## src/verilog/csmp_pkg.sv

```systemverilog
package csmp_pkg;
  localparam int WORD_W = 16;
  localparam int MSB_BIT = 15;         // control/data discriminator
  localparam int READBACK_BIT = 14;
  localparam int ADDR_HI = 13;
  localparam int ADDR_LO = 11;
  localparam int REG_HI = 10;          // register select field
  localparam int REG_LO = 8;
  localparam int DATA_W = 8;
  localparam logic [2:0] REG_A = 3'h0;
  localparam logic [2:0] REG_B = 3'h1;
  localparam logic [2:0] REG_C = 3'h2;
  localparam int NUM_REGS = 8;
  localparam int MM_BIT = 0;           // mixed_mode_bit in register A
  localparam int PDS_BIT = 1;          // program_data_select in register A
  localparam int ADC_PWR_BIT = 0;      // register C power bits
  localparam int DAC_PWR_BIT = 1;
  localparam int REF_PWR_BIT = 2;
  localparam int BUFFERED_REFERENCE_OUTPUT_PWR_BIT = 3;
  localparam int SAMPLE_DIV = 256;     // sampling rate = divided_master_clock/256
  localparam int SCLK_DIV = 2;         // bit clock = divided_master_clock/2
  localparam logic [7:0] REG_RESET = 8'h00;
  localparam logic [15:0] INVALID_ADC = 16'h0000;
  // apb register offsets of the controller
  localparam logic [7:0] OFS_CTRL = 8'h00;
  localparam logic [7:0] OFS_TXW = 8'h04;
  localparam logic [7:0] OFS_STAT = 8'h08;
  localparam logic [7:0] OFS_RXW = 8'h0C;
endpackage

```

## src/verilog/csmp_link_if.sv

```systemverilog
interface csmp_link_if;
  logic bitClk;        // bit-rate enable pulse from the device
  logic outFrameSync;  // device output frame sync
  logic devData;       // device serial out
  logic hostTxFrameSync; // host frame sync, feeds in_frame_sync
  logic hostData;
  modport dev (output bitClk, output outFrameSync, output devData,
               input hostTxFrameSync, input hostData);
  modport host (input bitClk, input outFrameSync, input devData,
                output hostTxFrameSync, output hostData);
endinterface

```

## src/verilog/csmp_device.sv

```systemverilog
module csmp_device #(
  parameter int SAMPLE_DIV = csmp_pkg::SAMPLE_DIV,
  parameter int SCLK_DIV = csmp_pkg::SCLK_DIV
) (
  input wire logic clock,
  input wire logic rst_n,
  csmp_link_if.dev link,
  input wire logic [15:0] adcSample,
  output logic [15:0] dacWord,
  output logic dacUpdate,
  output logic mixedMode,
  output logic dataMode,
  output logic [3:0] powerBits,
  output logic adcValid
);
  // refuse dividers the counters cannot serve; a sample period must hold
  // a whole number of bit periods or some sample events miss the bit pulse
  if (SAMPLE_DIV < 64 || SAMPLE_DIV > 65536 || SCLK_DIV < 2 ||
      SCLK_DIV > 256 || SAMPLE_DIV % SCLK_DIV != 0) begin : g_bad_div
    $error("csmp_device: unsupported divider setting");
  end

  typedef enum logic [1:0] {
    CSMP_IDLE = 2'b00,
    CSMP_SEND = 2'b01
  } csmp_tx_t;

  logic [15:0] sampCnt_q;
  logic [7:0] sclkCnt_q;
  logic bitEn;
  logic [7:0] regs_q [csmp_pkg::NUM_REGS];
  csmp_tx_t txState_q;
  logic [15:0] txSh_q;
  logic [4:0] txCnt_q;
  logic fsOut_q;
  logic pendLoad_q;
  logic [15:0] pendWord_q;
  logic [15:0] rxSh_q;
  logic [4:0] rxCnt_q;
  logic rxDone;
  logic [15:0] rxWord;
  logic isCtrl;
  logic [2:0] addrF;
  logic [2:0] regSel;
  logic [15:0] rbWord;
  logic sampleEv;

  // bit clock enable from the divided master clock
  // reset to the terminal count so the first bit pulse and the first
  // sample event fall on the first edge after reset
  always_ff @(posedge clock) begin
    if (!rst_n) begin
      sclkCnt_q <= 8'(SCLK_DIV - 1);
    end else if (sclkCnt_q == 8'(SCLK_DIV - 1)) begin
      sclkCnt_q <= 8'h00;
    end else begin
      sclkCnt_q <= sclkCnt_q + 8'h01;
    end
  end
  assign bitEn = rst_n && (sclkCnt_q == 8'(SCLK_DIV - 1));

  // sample counter counts master clocks: rate = divided_master_clock/SAMPLE_DIV
  always_ff @(posedge clock) begin
    if (!rst_n) begin
      sampCnt_q <= 16'(SAMPLE_DIV - 1);
    end else if (sampCnt_q == 16'(SAMPLE_DIV - 1)) begin
      sampCnt_q <= 16'h0000;
    end else begin
      sampCnt_q <= sampCnt_q + 16'h0001;
    end
  end
  assign sampleEv = (sampCnt_q == 16'(SAMPLE_DIV - 1)) && bitEn;

  // receive shifter; the host sync starts a word
  always_ff @(posedge clock) begin
    if (!rst_n) begin
      rxSh_q <= 16'h0000;
      rxCnt_q <= 5'h00;
    end else if (bitEn) begin
      if (link.hostTxFrameSync) begin
        rxSh_q <= {rxSh_q[14:0], link.hostData};
        rxCnt_q <= 5'h0F;
      end else if (rxCnt_q != 5'h00) begin
        rxSh_q <= {rxSh_q[14:0], link.hostData};
        rxCnt_q <= rxCnt_q - 5'h01;
      end
    end
  end
  assign rxDone = bitEn && (rxCnt_q == 5'h01);
  assign rxWord = {rxSh_q[14:0], link.hostData};
  assign addrF = rxWord[csmp_pkg::ADDR_HI:csmp_pkg::ADDR_LO];
  assign regSel = rxWord[csmp_pkg::REG_HI:csmp_pkg::REG_LO];
  // mixed mode: the MSB decides; program mode: all control; data: all dac
  assign isCtrl = mixedMode ? rxWord[csmp_pkg::MSB_BIT]
                            : !dataMode;

  // control register writes from addressed words
  always_ff @(posedge clock) begin
    if (!rst_n) begin
      for (int i = 0; i < csmp_pkg::NUM_REGS; i++) begin
        regs_q[i] <= csmp_pkg::REG_RESET;
      end
    end else if (rxDone && isCtrl && addrF == 3'h0 &&
                 !rxWord[csmp_pkg::READBACK_BIT]) begin
      regs_q[regSel] <= rxWord[csmp_pkg::DATA_W-1:0];
    end
  end

  // mode and power views; power bits follow register C in every mode
  assign mixedMode = regs_q[csmp_pkg::REG_A][csmp_pkg::MM_BIT] &&
                     regs_q[csmp_pkg::REG_A][csmp_pkg::PDS_BIT];
  assign dataMode = regs_q[csmp_pkg::REG_A][csmp_pkg::PDS_BIT];
  assign powerBits = regs_q[csmp_pkg::REG_C][3:0];
  assign adcValid = regs_q[csmp_pkg::REG_C][csmp_pkg::ADC_PWR_BIT];

  // dac register: only data words in data or mixed mode
  always_ff @(posedge clock) begin
    if (!rst_n) begin
      dacWord <= 16'h0000;
      dacUpdate <= 1'b0;
    end else begin
      dacUpdate <= 1'b0;
      if (rxDone && !isCtrl) begin
        dacWord <= rxWord;
        dacUpdate <= 1'b1;
      end
    end
  end

  // readback word with address already decremented
  assign rbWord = {1'b1, 1'b1, addrF - 3'h1, regSel, regs_q[regSel]};

  // pending output: readback or pass-on of a foreign word
  always_ff @(posedge clock) begin
    if (!rst_n) begin
      pendLoad_q <= 1'b0;
      pendWord_q <= 16'h0000;
    end else if (rxDone && isCtrl && rxWord[csmp_pkg::READBACK_BIT] &&
                 addrF == 3'h0) begin
      pendLoad_q <= 1'b1;
      pendWord_q <= rbWord;
    end else if (rxDone && isCtrl && addrF != 3'h0) begin
      pendLoad_q <= 1'b1;
      pendWord_q <= {rxWord[15:14], addrF - 3'h1, rxWord[10:0]};
    end else if (txState_q == CSMP_IDLE && bitEn && !sampleEv) begin
      pendLoad_q <= 1'b0;
    end
  end

  // transmit: sample event or pending word starts a frame
  always_ff @(posedge clock) begin
    if (!rst_n) begin
      txState_q <= CSMP_IDLE;
      txSh_q <= 16'h0000;
      txCnt_q <= 5'h00;
      fsOut_q <= 1'b0;
    end else if (bitEn) begin
      case (txState_q)
        CSMP_IDLE: begin
          if (sampleEv || pendLoad_q) begin
            fsOut_q <= 1'b1;
            txState_q <= CSMP_SEND;
            txCnt_q <= 5'h10;
            // the sample keeps its slot; a pending word waits one frame
            if (!sampleEv) begin
              txSh_q <= pendWord_q;
            end else if (adcValid) begin
              txSh_q <= adcSample;
            end else begin
              txSh_q <= csmp_pkg::INVALID_ADC;
            end
          end
        end
        CSMP_SEND: begin
          fsOut_q <= 1'b0;
          if (txCnt_q == 5'h01) begin
            txState_q <= CSMP_IDLE;
          end
          txCnt_q <= txCnt_q - 5'h01;
          if (!fsOut_q) begin
            txSh_q <= {txSh_q[14:0], 1'b0};
          end
        end
        default: txState_q <= CSMP_IDLE;
      endcase
    end
  end

  assign link.bitClk = bitEn;
  assign link.outFrameSync = fsOut_q;
  assign link.devData = txSh_q[csmp_pkg::MSB_BIT];
endmodule

```

## src/flat_wrapper.sv

```systemverilog
// flat-port wrapper written by rule: the top's interface ports become plain ports
module csmp_device_flat 
#(
  parameter int SAMPLE_DIV = csmp_pkg::SAMPLE_DIV,
  parameter int SCLK_DIV = csmp_pkg::SCLK_DIV
)
  (clock, rst_n, adcSample, dacWord, dacUpdate, mixedMode, dataMode, powerBits, adcValid, link_bitClk, link_outFrameSync, link_devData, link_hostTxFrameSync, link_hostData);
  csmp_link_if link_i ();
  input wire logic clock;
  input wire logic rst_n;
  input wire logic [15:0] adcSample;
  output logic [15:0] dacWord;
  output logic dacUpdate;
  output logic mixedMode;
  output logic dataMode;
  output logic [3:0] powerBits;
  output logic adcValid;
  output wire logic [$bits(link_i.bitClk)-1:0] link_bitClk;
  output wire logic [$bits(link_i.outFrameSync)-1:0] link_outFrameSync;
  output wire logic [$bits(link_i.devData)-1:0] link_devData;
  input wire logic [$bits(link_i.hostTxFrameSync)-1:0] link_hostTxFrameSync;
  input wire logic [$bits(link_i.hostData)-1:0] link_hostData;
  assign link_bitClk = link_i.bitClk;
  assign link_outFrameSync = link_i.outFrameSync;
  assign link_devData = link_i.devData;
  assign link_i.hostTxFrameSync = link_hostTxFrameSync;
  assign link_i.hostData = link_hostData;
  csmp_device #(.SAMPLE_DIV(SAMPLE_DIV), .SCLK_DIV(SCLK_DIV)) u_core (.clock(clock), .rst_n(rst_n), .link(link_i), .adcSample(adcSample), .dacWord(dacWord), .dacUpdate(dacUpdate), .mixedMode(mixedMode), .dataMode(dataMode), .powerBits(powerBits), .adcValid(adcValid));
endmodule
```

## config.mk

```make
export PLATFORM = sky130hd
export DESIGN_NAME = csmp_device_flat
export DESIGN_NICKNAME = d
export VERILOG_FILES = /design/src/verilog/csmp_pkg.sv /design/src/verilog/csmp_link_if.sv /design/src/verilog/csmp_device.sv /design/src/flat_wrapper.sv
export SDC_FILE = /design/constraint.sdc
export NUM_CORES = 1
export LEC_CHECK = 0
export BUFFER_PORTS_ARGS = -buffer_cell sky130_fd_sc_hd__buf_2
export CORE_AREA = 5 5 124 114
export DETAILED_ROUTE_END_ITERATION = 8
export DIE_AREA = 0 0 129 119
export PLACE_DENSITY = 0.79
export REMOVE_ABC_BUFFERS = 1
export SETUP_SLACK_MARGIN = 0.3
export SLEW_MARGIN = 40
export SYNTH_ARGS = -nofsm -noshare
export SYNTH_HDL_FRONTEND = slang
export SYNTH_SLANG_ARGS = --single-unit
```

## constraint.sdc

```tcl
create_clock -name clock -period 3.9 [get_ports clock]
set_input_delay 0.39 -clock clock [delete_from_list [all_inputs] [get_ports clock]]
set_output_delay 0.39 -clock clock [all_outputs]
set_load 0.03 [all_outputs]
```

==> results.md <==
* Hold-fix buffer count after cts at 0
* Post-synth EDFFs at 64
* # IOs at 47
* Min Tclk post-route at 3.275 ns
* Crit Path Class: reg -> reg
* Nets at 740
* Setup bufs post-CTS at 0
* Final HPWL DP at 11,620 um
* Synthesized area at 0.007455 sq mm
* TritonCTS clock tree: done
* P_leak at 3.219 nW
* RSZ-0062 raised after global routing: no
* Vias post-DR at 5,398
* Setup ws final at 0.6248 ns
* Die Span Y at 119 um
* Setup-failing EPs final at 0
* Worst hold path type: in -> reg
* Clock transition at path regs at 0.06 ns
* Library cells used by synthesis at 56
* Register area share after synthesis at 53.71%
* Root Buffer: clkbuf_16
* Worst EP arrival at 3.33 ns
* Final period utilization at 83.98%
* Pin count of the biggest net entering global routing at 60
* Total power at 4.280 mW
* Detail-routed via count per cell at 6.086
* Clock Sinks at 168
* Area growth from synthesis to layout at 11.60%
* FF+latch count, synth at 168
* GP Congestion at 0.8394
* Number of global-route vias before repair at 5,169
* Total Wirelength at 17,370 um
* Grt ovf at 0
* Remaining DRCs at 0
* Wire length per cell at 19.59 um
* Status: finished, final reports clean
* Die ar. at 0.01535 sq mm
* Total power per unit cell area at 514.5 mW/mm^2
* Highest-count cells in the layout ignoring fill and taps: dfxtp_1 (102), and2_1 (68), edfxtp_1 (64), nand2_1 (47), buf_2 (47)
* Rows at 39
* Drt pass-1 iters at 7
* Global-route wire length before repair at 28,100 um
* Depth of the CTS H-tree at 4
* Remaining antenna violation count at 0
* Final Hold Fails at 0
* Pins Over Slew Limit at 0
* Resize count post-CTS at 0
* Sequential Power Share at 47.2%
* Ys async rst share at 0%
* DP Worst Slack at 0.6561 ns
* Initial Util at 59.21%
* Setup TNS at 0 ns
* Max Clock Freq at 305.3 MHz
* CTS max path bufs at 2
* CTS Buf Count at 17
* Worst hold margin at 0.2548 ns
* Total number of yosys warnings at 0
* Die width at 129 um
* WP data required at 3.96 ns
* Core Util, Final at 66.08%
* Core area at 0.01259 sq mm
* Main synth FF type: dfxtp_1
* Tot GR Track Use at 23.47%
* Startpoint types: register
* Final Skew at 0.006742 ns
* Fraction of layout cells with a size suffix above 1 at 15.77%
* Sw Ratio at 26.27%
* Max_slew headroom at 45.46%
* Internal at 3.156 mW
* Post-Synthesis Cells at 697
* Worst-Skew Late Latency at 0.43 ns
* ANT cells at 0
* Initial DRC count at 617
* Commonest non-fill, non-tap cell in the layout: dfxtp_1
* Post-Syn Area per Cell at 10.70 sq um
* Critical Path Sink Type: register
* Top fanout value on the critical path at 9
* Initial antenna violation count at 0
* Number of I/O port buffers at 46
* Comb pwr share at 11.9%
* Sw Pwr at 1.124 mW
* Part of the power in the clock network at 40.9%
* Max-cap violations at 0
* Max VDD drop at 0.3057 mV
* Worst Tran Pin Value at 0.8170 ns
## cell type report
| cell class | instances | area, sq um |
|---|---|---|
| Fill cell | 934 | 4270 |
| Sequential cell | 168 | 4006 |
| Multi-Input combinational cell | 457 | 3156 |
| Clock buffer | 22 | 518.0 |
| Timing Repair Buffer | 52 | 272.8 |
| Tap cell | 164 | 205.2 |
| Clock inverter | 10 | 108.9 |
| Inverter | 14 | 52.55 |
## layer usage
layer,vias to the layer above,GRT usage (%),part of all wire [%]
li1,2511,-,-
met1,2663,34.24,46
met2,195,34.46,46
met3,29,6.177,6.7
met4,0,7.152,1.9
met5,-,0,0
## per-stage QoR
step | std cells | cell area, sq um
after global placement | 854 | 7682
after CTS | 886 | 8310
after floorplan | 639 | 7209
after global routing | 887 | 8319
after detailed placement | 854 | 7684
final | 887 | 8319
## Yosys cell counts, types with 2 or more instances
cell / number / area [sq um]
o221a_2: 2 / 22.52
mux4_2: 16 / 360.4
o21ai_1: 4 / 20.02
and4_1: 4 / 35.03
buf_1: 5 / 18.77
a311oi_1: 14 / 122.6
mux2i_1: 25 / 250.2
nor3_1: 3 / 15.01
clkbuf_1: 39 / 146.4
o21ai_0: 43 / 215.2
nor2_1: 46 / 172.7
or3_1: 4 / 25.02
and3b_1: 2 / 17.52
xor2_1: 19 / 166.4
dfxtp_1: 104 / 2082
and3_1: 9 / 56.30
edfxtp_1: 64 / 1922
o31ai_1: 3 / 22.52
a21oi_1: 22 / 110.1
ha_1: 10 / 125.1
buf_2: 10 / 50.05
xnor2_1: 4 / 35.03
o221ai_1: 8 / 70.07
buf_4: 4 / 30.03
and2_1: 68 / 425.4
nand2_1: 47 / 176.4
nand4_1: 7 / 43.79
nor2b_1: 2 / 12.51
nand2b_1: 11 / 68.82
or4_4: 2 / 22.52
nand3_1: 43 / 215.2
a21boi_0: 13 / 97.59
nor4_1: 4 / 25.02
nor3b_4: 2 / 37.54
inv_1: 13 / 48.80
## worst max-delay path, stage by stage (launching register included)
cell      delay [ns]
dfxtp_1         0.40
ha_1            0.21
or4b_1          0.52
or3_1           0.41
nor4_1          0.20
buf_4           0.18
nor3b_2         0.47
nand2b_1        0.53
## flip-flops by register name, indices dropped and copies added (netlist names), named ones only
name	flops
u_core.regs_q	64
u_core.dacWord	16
u_core.pendWord_q	16
u_core.sampCnt_q	16
u_core.txSh_q	16
u_core.rxSh_q	15
u_core.sclkCnt_q	8
u_core.rxCnt_q	5
u_core.txCnt_q	5
u_core.dacUpdate	1
u_core.link.outFrameSync	1
u_core.pendLoad_q	1
u_core.txState_q	1
## cell families after synthesis
family	after synthesis	share of synthesized area, %
AOI/OAI and AO/OA	118	10.22
xor gates and xnor gates	23	2.702
adders and majority gates	10	1.678
buffers and inverters	72	3.995
DFF	168	53.71
muxes	42	8.342
and+or+nand+nor	264	19.35
## power groups by stage
stage,Combinational [mW],Sequential (mW),Clock (mW)
4_1_cts,0.502,2.02,1.76
5_1_grt,0.572,2.03,1.85
3_5_place_dp,0.498,2.05,0
3_3_place_gp,0.473,2.04,0
2_1_floorplan,0.350,2.02,0
6_report,0.508,2.02,1.75
## path summary, 6_finish.rpt
path                                                     start                                end  slack (ns)  cells after the start
worst max-delay path            u_core.rxCnt_q[0]$_SDFFE_PN0P_  u_core.regs_q[1][2]$_SDFFCE_PN0P_        0.62                      7
worst min register to register   u_core.txSh_q[0]$_SDFFE_PN0P_      u_core.txSh_q[0]$_SDFFE_PN0P_        0.45                      2
worst max register to register  u_core.rxCnt_q[0]$_SDFFE_PN0P_  u_core.regs_q[1][2]$_SDFFCE_PN0P_        0.62                      7
worst min-delay path                      link_hostTxFrameSync     u_core.rxCnt_q[3]$_SDFFE_PN0P_        0.25                      3
No activity file was read; power rests on OpenSTA's default activity.
